### src/hdl/spp_pkg.sv
package spp_pkg;

  // ************************************************************
  // Register map
  // ************************************************************
  // Each index is a word slot; the byte address is four times the index
  localparam int unsigned ADDR_W = 18;

  localparam logic [15:0] IDX_PORT_PIN_LEVEL       = 16'hF210;
  localparam logic [15:0] IDX_PORT_PIN_DIRECTION   = 16'hF211;
  localparam logic [15:0] IDX_PIN_DRIVE_CONFIG_LOW  = 16'hF212;
  localparam logic [15:0] IDX_PIN_DRIVE_CONFIG_HIGH = 16'hF213;
  localparam logic [15:0] IDX_PIN_FUNC_SELECT_LOW   = 16'hF214;
  localparam logic [15:0] IDX_PIN_FUNC_SELECT_HIGH  = 16'hF215;
  localparam logic [15:0] IDX_PIN_DRIVE_CONFIG_WORD = 16'hF218;
  localparam logic [15:0] IDX_PIN_FUNC_SELECT_WORD  = 16'hF219;

  localparam logic [7:0]  BYTE_RESET = 8'h00;
  localparam int unsigned PIN_COUNT  = 6;

  // ************************************************************
  // Codes
  // ************************************************************
  localparam logic [1:0] CFG_HIZ   = 2'h0;
  localparam logic [1:0] CFG_PCH   = 2'h1;
  localparam logic [1:0] CFG_NCH   = 2'h2;
  localparam logic [1:0] CFG_CMOS  = 2'h3;
  localparam logic [1:0] FUNC_GPIO = 2'h0;
  localparam logic       DIR_OUT   = 1'b0;

  // Per pin, one bit per function code that is prohibited (pin 5 first)
  localparam logic [5:0][3:0] FUNC_BAD = {4'hC, 4'hC, 4'h4, 4'h0, 4'h0, 4'h0};

  localparam logic [1:0] RESP_OKAY   = 2'h0;
  localparam logic [1:0] RESP_SLVERR = 2'h2;

  typedef enum logic [3:0] {
    SPP_REG_LEVEL, SPP_REG_DIR, SPP_REG_CFG_LO, SPP_REG_CFG_HI,
    SPP_REG_FSEL_LO, SPP_REG_FSEL_HI, SPP_REG_CFG_WORD, SPP_REG_FSEL_WORD,
    SPP_REG_NONE
  } spp_reg_e;

  typedef struct packed {
    logic       dir;
    logic [1:0] cfg;
    logic [1:0] func;
    logic [3:0] func_bad;
  } spp_pin_ctl_s;

  typedef struct packed {
    logic out;
    logic oe_n;
    logic pull_up;
    logic pull_down;
  } spp_pad_s;

endpackage : spp_pkg

### src/hdl/spp_pin_cell.sv
module spp_pin_cell (
  input  wire logic                  aclk,
  input  wire logic                  aresetn,
  input  wire spp_pkg::spp_pin_ctl_s ctl,
  input  wire logic                  level,
  output spp_pkg::spp_pad_s          pad
);

  spp_pkg::spp_pad_s pad_d;
  spp_pkg::spp_pad_s pad_q;

  // ************************************************************
  // Pad decode
  // ************************************************************
  always_comb begin
    pad_d      = '{out: level, oe_n: 1'b1, pull_up: 1'b0, pull_down: 1'b0};
    if (ctl.func != spp_pkg::FUNC_GPIO) begin
      // Prohibited codes in output mode drive the pad low with drive codes 10 and 11, else release it; other codes hand it over
      if (ctl.func_bad[ctl.func] && ctl.dir == spp_pkg::DIR_OUT) begin
        pad_d.out  = 1'b0;
        pad_d.oe_n = !ctl.cfg[1];
      end
    end else if (ctl.dir == spp_pkg::DIR_OUT) begin
      unique case (ctl.cfg)
        spp_pkg::CFG_HIZ:  pad_d.oe_n = 1'b1;
        spp_pkg::CFG_PCH:  pad_d.oe_n = !level;
        spp_pkg::CFG_NCH:  pad_d.oe_n = level;
        spp_pkg::CFG_CMOS: pad_d.oe_n = 1'b0;
      endcase
    end else begin
      // Input direction reads the same code as termination
      pad_d.pull_down = (ctl.cfg == spp_pkg::CFG_PCH);
      pad_d.pull_up   = (ctl.cfg == spp_pkg::CFG_NCH);
    end
  end

  always_ff @(posedge aclk) begin
    if (!aresetn) begin
      pad_q <= '{out: 1'b0, oe_n: 1'b1, pull_up: 1'b0, pull_down: 1'b0};
    end else begin
      pad_q <= pad_d;
    end
  end

  assign pad = pad_q;

endmodule : spp_pin_cell

### src/hdl/spp_port.sv
// How it works
// - An output pin with function code 00 (GPIO) drives its bit of the level register as its drive code selects; drive code 00 leaves it hi-z.
// - Output-direction bits read back exactly as written.
// - Input-direction bits read the live pin level instead.
// - Level register bits five to zero, one per pin, 0 low and 1 high.
// - Direction bit 0 is output, 1 is input; all reset to output.
// - Direction is its own 8-bit read/write register one slot above level, reset zero.
// - For a GPIO pin the two-bit drive code means drive style or termination by direction.
// - Output codes: 00 hi-z, 01 P-channel open drain, 10 N-channel, 11 CMOS.
// - Input codes: 00 hi-z, 01 pull-down, 10 pull-up, 11 hi-z.
// - All drive codes reset to 00, so pins start as hi-z outputs.
// - Drive config reachable as two bytes or one 16-bit word, reset zero.
// - Each pin has one drive bit per config byte at its pin position.
// - Six consecutive read/write byte registers, all resetting to zero.
// - Function select holds a two-bit code per pin; 00 means GPIO.
module spp_port #(
  parameter int unsigned PINS = spp_pkg::PIN_COUNT
) (
  input  wire logic                       aclk,
  input  wire logic                       aresetn,
  input  wire logic [spp_pkg::ADDR_W-1:0] awaddr,
  input  wire logic [2:0]                 awprot,
  input  wire logic                       awvalid,
  output logic                            awready,
  input  wire logic [31:0]                wdata,
  input  wire logic [3:0]                 wstrb,
  input  wire logic                       wvalid,
  output logic                            wready,
  output logic [1:0]                      bresp,
  output logic                            bvalid,
  input  wire logic                       bready,
  input  wire logic [spp_pkg::ADDR_W-1:0] araddr,
  input  wire logic [2:0]                 arprot,
  input  wire logic                       arvalid,
  output logic                            arready,
  output logic [31:0]                     rdata,
  output logic [1:0]                      rresp,
  output logic                            rvalid,
  input  wire logic                       rready,
  input  wire logic [PINS-1:0]            pad_in,
  output logic [PINS-1:0]                 pad_out,
  output logic [PINS-1:0]                 pad_oe_n,
  output logic [PINS-1:0]                 pad_pull_up,
  output logic [PINS-1:0]                 pad_pull_down,
  output logic [2*PINS-1:0]               pin_function_code
);

  // ************************************************************
  // Decode helpers
  // ************************************************************
  function automatic spp_pkg::spp_reg_e reg_of(input logic [spp_pkg::ADDR_W-1:0] a);
    logic [15:0] idx;
    idx = a[spp_pkg::ADDR_W-1:2];
    unique case (idx)
      spp_pkg::IDX_PORT_PIN_LEVEL:        reg_of = spp_pkg::SPP_REG_LEVEL;
      spp_pkg::IDX_PORT_PIN_DIRECTION:    reg_of = spp_pkg::SPP_REG_DIR;
      spp_pkg::IDX_PIN_DRIVE_CONFIG_LOW:  reg_of = spp_pkg::SPP_REG_CFG_LO;
      spp_pkg::IDX_PIN_DRIVE_CONFIG_HIGH: reg_of = spp_pkg::SPP_REG_CFG_HI;
      spp_pkg::IDX_PIN_FUNC_SELECT_LOW:   reg_of = spp_pkg::SPP_REG_FSEL_LO;
      spp_pkg::IDX_PIN_FUNC_SELECT_HIGH:  reg_of = spp_pkg::SPP_REG_FSEL_HI;
      spp_pkg::IDX_PIN_DRIVE_CONFIG_WORD: reg_of = spp_pkg::SPP_REG_CFG_WORD;
      spp_pkg::IDX_PIN_FUNC_SELECT_WORD:  reg_of = spp_pkg::SPP_REG_FSEL_WORD;
      default:                            reg_of = spp_pkg::SPP_REG_NONE;
    endcase
  endfunction : reg_of

  // Two-bit code of one pin, split across a low and a high byte
  function automatic logic [1:0] pair_of(input logic [7:0] hi, input logic [7:0] lo,
                                         input int unsigned pin);
    pair_of = {hi[pin], lo[pin]};
  endfunction : pair_of

  // ************************************************************
  // Registers
  // ************************************************************
  logic [7:0] level_q, level_d;
  logic [7:0] dir_q, dir_d;
  logic [7:0] cfg_lo_q, cfg_lo_d;
  logic [7:0] cfg_hi_q, cfg_hi_d;
  logic [7:0] fsel_lo_q, fsel_lo_d;
  logic [7:0] fsel_hi_q, fsel_hi_d;

  logic                       aw_full_q, aw_full_d;
  logic                       w_full_q, w_full_d;
  logic [spp_pkg::ADDR_W-1:0] awaddr_q, awaddr_d;
  logic [31:0]                wdata_q, wdata_d;
  logic [3:0]                 wstrb_q, wstrb_d;
  logic                       bvalid_q, bvalid_d;
  logic [1:0]                 bresp_q, bresp_d;
  logic                       rvalid_q, rvalid_d;
  logic [1:0]                 rresp_q, rresp_d;
  logic [31:0]                rdata_q, rdata_d;
  logic                       do_wr;
  logic [7:0]                 level_view;
  spp_pkg::spp_reg_e          wsel;
  spp_pkg::spp_reg_e          rsel;

  // ************************************************************
  // Write channel
  // ************************************************************
  // Write address and data are held apart so either may arrive first
  assign awready = !aw_full_q && !bvalid_q;
  assign wready  = !w_full_q && !bvalid_q;
  assign do_wr   = aw_full_q && w_full_q;
  assign wsel    = reg_of(awaddr_q);

  always_comb begin
    aw_full_d = aw_full_q;
    w_full_d  = w_full_q;
    awaddr_d  = awaddr_q;
    wdata_d   = wdata_q;
    wstrb_d   = wstrb_q;
    bvalid_d  = bvalid_q;
    bresp_d   = bresp_q;
    level_d   = level_q;
    dir_d     = dir_q;
    cfg_lo_d  = cfg_lo_q;
    cfg_hi_d  = cfg_hi_q;
    fsel_lo_d = fsel_lo_q;
    fsel_hi_d = fsel_hi_q;
    if (awvalid && awready) begin
      aw_full_d = 1'b1;
      awaddr_d  = awaddr;
    end
    if (wvalid && wready) begin
      w_full_d = 1'b1;
      wdata_d  = wdata;
      wstrb_d  = wstrb;
    end
    if (bvalid_q && bready) begin
      bvalid_d = 1'b0;
    end
    if (do_wr) begin
      aw_full_d = 1'b0;
      w_full_d  = 1'b0;
      bvalid_d  = 1'b1;
      bresp_d   = (wsel == spp_pkg::SPP_REG_NONE) ? spp_pkg::RESP_SLVERR : spp_pkg::RESP_OKAY;
      unique case (wsel)
        spp_pkg::SPP_REG_LEVEL:   if (wstrb_q[0]) level_d   = wdata_q[7:0];
        spp_pkg::SPP_REG_DIR:     if (wstrb_q[0]) dir_d     = wdata_q[7:0];
        spp_pkg::SPP_REG_CFG_LO:  if (wstrb_q[0]) cfg_lo_d  = wdata_q[7:0];
        spp_pkg::SPP_REG_CFG_HI:  if (wstrb_q[0]) cfg_hi_d  = wdata_q[7:0];
        spp_pkg::SPP_REG_FSEL_LO: if (wstrb_q[0]) fsel_lo_d = wdata_q[7:0];
        spp_pkg::SPP_REG_FSEL_HI: if (wstrb_q[0]) fsel_hi_d = wdata_q[7:0];
        spp_pkg::SPP_REG_CFG_WORD: begin
          if (wstrb_q[0]) cfg_lo_d = wdata_q[7:0];
          if (wstrb_q[1]) cfg_hi_d = wdata_q[15:8];
        end
        spp_pkg::SPP_REG_FSEL_WORD: begin
          if (wstrb_q[0]) fsel_lo_d = wdata_q[7:0];
          if (wstrb_q[1]) fsel_hi_d = wdata_q[15:8];
        end
        spp_pkg::SPP_REG_NONE: begin
        end
      endcase
    end
  end

  always_ff @(posedge aclk) begin
    if (!aresetn) begin
      aw_full_q <= 1'b0;
      w_full_q  <= 1'b0;
      awaddr_q  <= '0;
      wdata_q   <= 32'h0000_0000;
      wstrb_q   <= 4'h0;
      bvalid_q  <= 1'b0;
      bresp_q   <= spp_pkg::RESP_OKAY;
      level_q   <= spp_pkg::BYTE_RESET;
      dir_q     <= spp_pkg::BYTE_RESET;
      cfg_lo_q  <= spp_pkg::BYTE_RESET;
      cfg_hi_q  <= spp_pkg::BYTE_RESET;
      fsel_lo_q <= spp_pkg::BYTE_RESET;
      fsel_hi_q <= spp_pkg::BYTE_RESET;
    end else begin
      aw_full_q <= aw_full_d;
      w_full_q  <= w_full_d;
      awaddr_q  <= awaddr_d;
      wdata_q   <= wdata_d;
      wstrb_q   <= wstrb_d;
      bvalid_q  <= bvalid_d;
      bresp_q   <= bresp_d;
      level_q   <= level_d;
      dir_q     <= dir_d;
      cfg_lo_q  <= cfg_lo_d;
      cfg_hi_q  <= cfg_hi_d;
      fsel_lo_q <= fsel_lo_d;
      fsel_hi_q <= fsel_hi_d;
    end
  end

  assign bvalid = bvalid_q;
  assign bresp  = bresp_q;

  // ************************************************************
  // Read channel
  // ************************************************************
  // Input-direction bits show the pin, the rest show the stored value
  assign level_view = {level_q[7:PINS], (dir_q[PINS-1:0] & pad_in)
                       | (~dir_q[PINS-1:0] & level_q[PINS-1:0])};
  assign arready    = !rvalid_q;
  assign rsel       = reg_of(araddr);

  always_comb begin
    rvalid_d = rvalid_q;
    rresp_d  = rresp_q;
    rdata_d  = rdata_q;
    if (rvalid_q && rready) begin
      rvalid_d = 1'b0;
    end
    if (arvalid && arready) begin
      rvalid_d = 1'b1;
      rresp_d  = spp_pkg::RESP_OKAY;
      rdata_d  = 32'h0000_0000;
      unique case (rsel)
        spp_pkg::SPP_REG_LEVEL:     rdata_d[7:0]  = level_view;
        spp_pkg::SPP_REG_DIR:       rdata_d[7:0]  = dir_q;
        spp_pkg::SPP_REG_CFG_LO:    rdata_d[7:0]  = cfg_lo_q;
        spp_pkg::SPP_REG_CFG_HI:    rdata_d[7:0]  = cfg_hi_q;
        spp_pkg::SPP_REG_FSEL_LO:   rdata_d[7:0]  = fsel_lo_q;
        spp_pkg::SPP_REG_FSEL_HI:   rdata_d[7:0]  = fsel_hi_q;
        spp_pkg::SPP_REG_CFG_WORD:  rdata_d[15:0] = {cfg_hi_q, cfg_lo_q};
        spp_pkg::SPP_REG_FSEL_WORD: rdata_d[15:0] = {fsel_hi_q, fsel_lo_q};
        spp_pkg::SPP_REG_NONE:      rresp_d       = spp_pkg::RESP_SLVERR;
      endcase
    end
  end

  always_ff @(posedge aclk) begin
    if (!aresetn) begin
      rvalid_q <= 1'b0;
      rresp_q  <= spp_pkg::RESP_OKAY;
      rdata_q  <= 32'h0000_0000;
    end else begin
      rvalid_q <= rvalid_d;
      rresp_q  <= rresp_d;
      rdata_q  <= rdata_d;
    end
  end

  assign rvalid = rvalid_q;
  assign rresp  = rresp_q;
  assign rdata  = rdata_q;

  // ************************************************************
  // Pin cells
  // ************************************************************
  // Pads are registered, so a register change reaches the pin one edge later
  for (genvar i = 0; i < PINS; i++) begin : g_pin
    spp_pkg::spp_pin_ctl_s ctl;
    spp_pkg::spp_pad_s     pad;
    assign ctl = '{dir: dir_q[i], cfg: pair_of(cfg_hi_q, cfg_lo_q, i),
                   func: pair_of(fsel_hi_q, fsel_lo_q, i),
                   func_bad: spp_pkg::FUNC_BAD[i]};
    spp_pin_cell spp_pin_cell_i (
      .aclk    (aclk),
      .aresetn (aresetn),
      .ctl     (ctl),
      .level   (level_q[i]),
      .pad     (pad)
    );
    assign pad_out[i]       = pad.out;
    assign pad_oe_n[i]      = pad.oe_n;
    assign pad_pull_up[i]   = pad.pull_up;
    assign pad_pull_down[i] = pad.pull_down;
  end

  logic [2*PINS-1:0] func_code_q;
  logic [2*PINS-1:0] func_code_d;

  always_comb begin
    func_code_d = {fsel_hi_q[PINS-1:0], fsel_lo_q[PINS-1:0]};
  end

  always_ff @(posedge aclk) begin
    if (!aresetn) begin
      func_code_q <= '0;
    end else begin
      func_code_q <= func_code_d;
    end
  end

  assign pin_function_code = func_code_q;
endmodule : spp_port

### config.mk
export PLATFORM = sky130hd
export DESIGN_NAME = spp_port
export DESIGN_NICKNAME = d
export VERILOG_FILES = /design/src/hdl/spp_pkg.sv /design/src/hdl/spp_pin_cell.sv /design/src/hdl/spp_port.sv
export SDC_FILE = /design/constraint.sdc
export NUM_CORES = 1
export LEC_CHECK = 0
export CORE_ASPECT_RATIO = 2
export CORE_MARGIN = 4
export CORE_UTILIZATION = 46
export DETAILED_ROUTE_END_ITERATION = 7
export DONT_BUFFER_PORTS = 1
export PLACE_DENSITY = 0.57
export SETUP_SLACK_MARGIN = 0.1
export SYNTH_ARGS = -nofsm -noshare
export SYNTH_HDL_FRONTEND = slang
export SYNTH_SLANG_ARGS = --single-unit
### constraint.sdc
create_clock -name aclk -period 3.4 [get_ports aclk]
set_input_delay 0.17 -clock aclk [delete_from_list [all_inputs] [get_ports aclk]]
set_output_delay 0.17 -clock aclk [all_outputs]
set_load 0.01 [all_outputs]
==> metrics.yaml <==
synth_adder_area_share_pct: 0.169
die_w_microns: 88.3
vias: 4723
setup_tns_ps: 0
synth-simple-area-share_pct: 23.6
viasPerCell: 5.51
critPathMaxFanout: 16
postLayoutCoreUtil_pct: 54.9
muxShareOfSynthArea_pct: 7.11
drv_cap: 0
syn_inst: 670
cts_resized: 0
status: "complete, no violations"
clkPwrFrac_pct: 48.7
antenna_found_initial: 0
ys.flop_type: "dfxtp_1"
drc: 0
switching_share_pct: 22.9
slowest_delay_ps: 730
clkSlewWorstSetupHoldPaths_ps: 60
power.total_mw: 3.71
ys_warn_count: 0
clockBufferDepth: 2
layout_common_cells: "dfxtp_1 (140), nand2_1 (127), o21ai_0 (66), a21boi_0 (41), dlygate4sd3_1 (39)"
cts-buffers-inserted: 17
fin_nets: 785
min_path_type: "in2reg"
synth_area_sq_um: 5930
die-area_sq_um: 14900
syn_area_per_cell_sq_um: 8.85
io_buffers: 0
final_common_cell: "dfxtp_1"
detail_route.wl_per_cell_microns: 17.2
die_y_microns: 169
worstSetupPathType: "reg2reg"
fin_crit_sh_pct: 74.5
setup_viol: 0
ir_drop_uv: 515
synth_edf_count: 0
worst_slew_pin_slew_ps: 707
grt_overflow: 0
switching_power_mw: 0.851
numClockSinks: 140
critPathArrivalTime_ps: 2870
finalCriticalPeriod_ps: 2530
n_fill_cell: 1221
final_layout_size_suffix_gt1_share_pct: 8.06
start_util_pct: 46.9
grt_max_degree: 119
core_area_sq_um: 12600
p_per_area_nw_per_um2: 536
skew_ps: 7.29
fin_ws_ps: 867
routed_wl_mm: 14.7
dp_slack_ps: 870
internal_power_mw: 2.86
synth_cell_types: 56
rsz0062_at_grt: "no"
cts_root_buffer: "clkbuf_16"
synthArstFlopShare_pct: 0
drt_pass1_iterations: 5
cts_hold_buf: 40
grt_pass1_wl_mm: 23.6
ant_nets: 0
worstPathCellList: "or4b_1, nor4_4, nor3b_4, o21ai_0, a21oi_1"
cts.htree.levels: 4
post_cts_buffers: 0
synth_top_family_by_area: "simple AND/OR/NAND/NOR gates"
grt_pass1_vias: 4689
design.portCount: 168
synth_compound_area_share_pct: 16.1
ys_seq_area_share_pct: 47.3
drt_iter0_drc: 243
crit_slowest_cell: "or4b_1"
tritoncts: "done"
slew_headroom_pct: 52.2
grtUsageTotal_pct: 20.3
diodes: 0
area_delta_synth_final_pct: 16.8
synth_xor_xnor_area_share_pct: 0.443
insertion_delay_ps: 410
drv_slew: 0
synth_seq_cells: 140
end_kind: "flop"
leakage_nw: 2.50
cp_data_required_time_ps: 3730
crit_path_start_kind: "flop"
power_frac_seq_pct: 46.0
place_hpwl_mm: 10.5
pwr-share-comb_pct: 5.3
max_freq_mhz: 395
gp_congestion: 0.802
rows: 58
finalHoldViolations: 0
==> power groups by stage <==
stage / Sequential, mW / Clock [mW] / Combinational [mW]
after floorplan: 1.73 / 0 / 0.161
after global placement: 1.74 / 0 / 0.132
after detailed placement: 1.75 / 0 / 0.135
after CTS: 1.71 / 1.84 / 0.197
after global routing: 1.71 / 1.93 / 0.222
final: 1.71 / 1.81 / 0.196
==> critical path, delay by kind of cell, from the launching register on <==
family             cells  cell delay, ps
DFF                    1             310
AOI/OAI and AO/OA      2             290
and+or+nand+nor        3            1850
==> flip-flops by register name, summed over array words and instances, names as in the netlist, 2 cells and up <==
name and count:
g_pin.spp_pin_cell_i.pad 24, awaddr_q 16, rdata 16, wdata_q 16
pin_function_code 12, cfg_hi_q 8, cfg_lo_q 8, dir_q 8
fsel_hi_q 8, fsel_lo_q 8, level_q 8, wstrb_q 2
==> cells by family (layout without fill, tap and decap cells) <==
kind of cell	Yosys count	in the layout
AO/OA/AOI/OAI	154	154
AND/OR/NAND/NOR	268	268
buffers and inverters	62	82
other	1	18
multiplexers	41	41
flip-flops	140	140
XOR/XNOR	3	3
adder cells (fa/ha/maj)	1	1
==> per-layer routing <==
metal	vias to the layer above	wire (microns)	global-route usage, %
li1	2349	-	-
met1	2233	5600	22.3
met2	124	8150	36.7
met3	17	699	4.58
met4	0	299	7.83
met5	-	0	0
==> through the flow <==
step,instance area [sq um],hold slack [ps],instances
2_1_floorplan,5990,308,687
3_3_place_gp,5930,272,785
3_5_place_dp,5930,274,785
4_1_cts,6930,5.70,857
5_1_grt,6930,10.9,857
6_report,6930,7.27,857
==> Yosys cell counts (2+ instances only) <==
| library cell | number | share of area [%] |
|---|---|---|
| inv_1 | 6 | 0.38 |
| a222oi_1 | 4 | 0.68 |
| a22oi_1 | 5 | 0.63 |
| and3_1 | 3 | 0.32 |
| nand2_1 | 127 | 8.0 |
| nand4b_1 | 2 | 0.30 |
| buf_4 | 19 | 2.4 |
| and4b_1 | 2 | 0.34 |
| nand3_1 | 30 | 2.5 |
| nand4_1 | 4 | 0.42 |
| or4b_2 | 4 | 0.68 |
| or3b_2 | 2 | 0.30 |
| nand2b_1 | 4 | 0.42 |
| a32oi_1 | 3 | 0.44 |
| mux2_2 | 9 | 1.7 |
| dfxtp_1 | 140 | 47 |
| nor4_4 | 2 | 0.72 |
| a21boi_0 | 41 | 5.2 |
| o21a_1 | 2 | 0.25 |
| nor4b_1 | 2 | 0.30 |
| nor2_1 | 20 | 1.3 |
| mux2i_1 | 32 | 5.4 |
| or4bb_1 | 2 | 0.38 |
| o21ai_0 | 66 | 5.6 |
| clkbuf_1 | 32 | 2.0 |
| and2_1 | 21 | 2.2 |
| nor2b_1 | 12 | 1.3 |
| a21oi_1 | 23 | 1.9 |
| buf_1 | 3 | 0.19 |
| xor2_1 | 2 | 0.30 |
| nor3_2 | 2 | 0.34 |
| o31a_1 | 3 | 0.44 |
| nor3b_1 | 14 | 1.8 |
| nor3_1 | 5 | 0.42 |
==> layout make-up <==
type	instances	area (sq um)	area share (%)
Clock buffer	19	443	6.39
Clock inverter	13	140	2.02
Inverter	6	22.5	0.325
Multi-Input combinational cell	485	2880	41.6
Sequential cell	140	2800	40.5
Tap cell	150	188	2.71
Timing Repair Buffer	44	448	6.47
==> final timing paths <==
kind	startpoint	slack (ps)	end	cells after the start
worst max-delay path	awaddr_q[7]	870	cfg_hi_q[7]	5
worst min register to register	awaddr_q[13]	460	awaddr_q[13]	2
worst min-delay path	araddr[2]	7	rdata[9]	2
worst max register to register	awaddr_q[7]	870	cfg_hi_q[7]	5
Power figures use the tool's default switching activity.
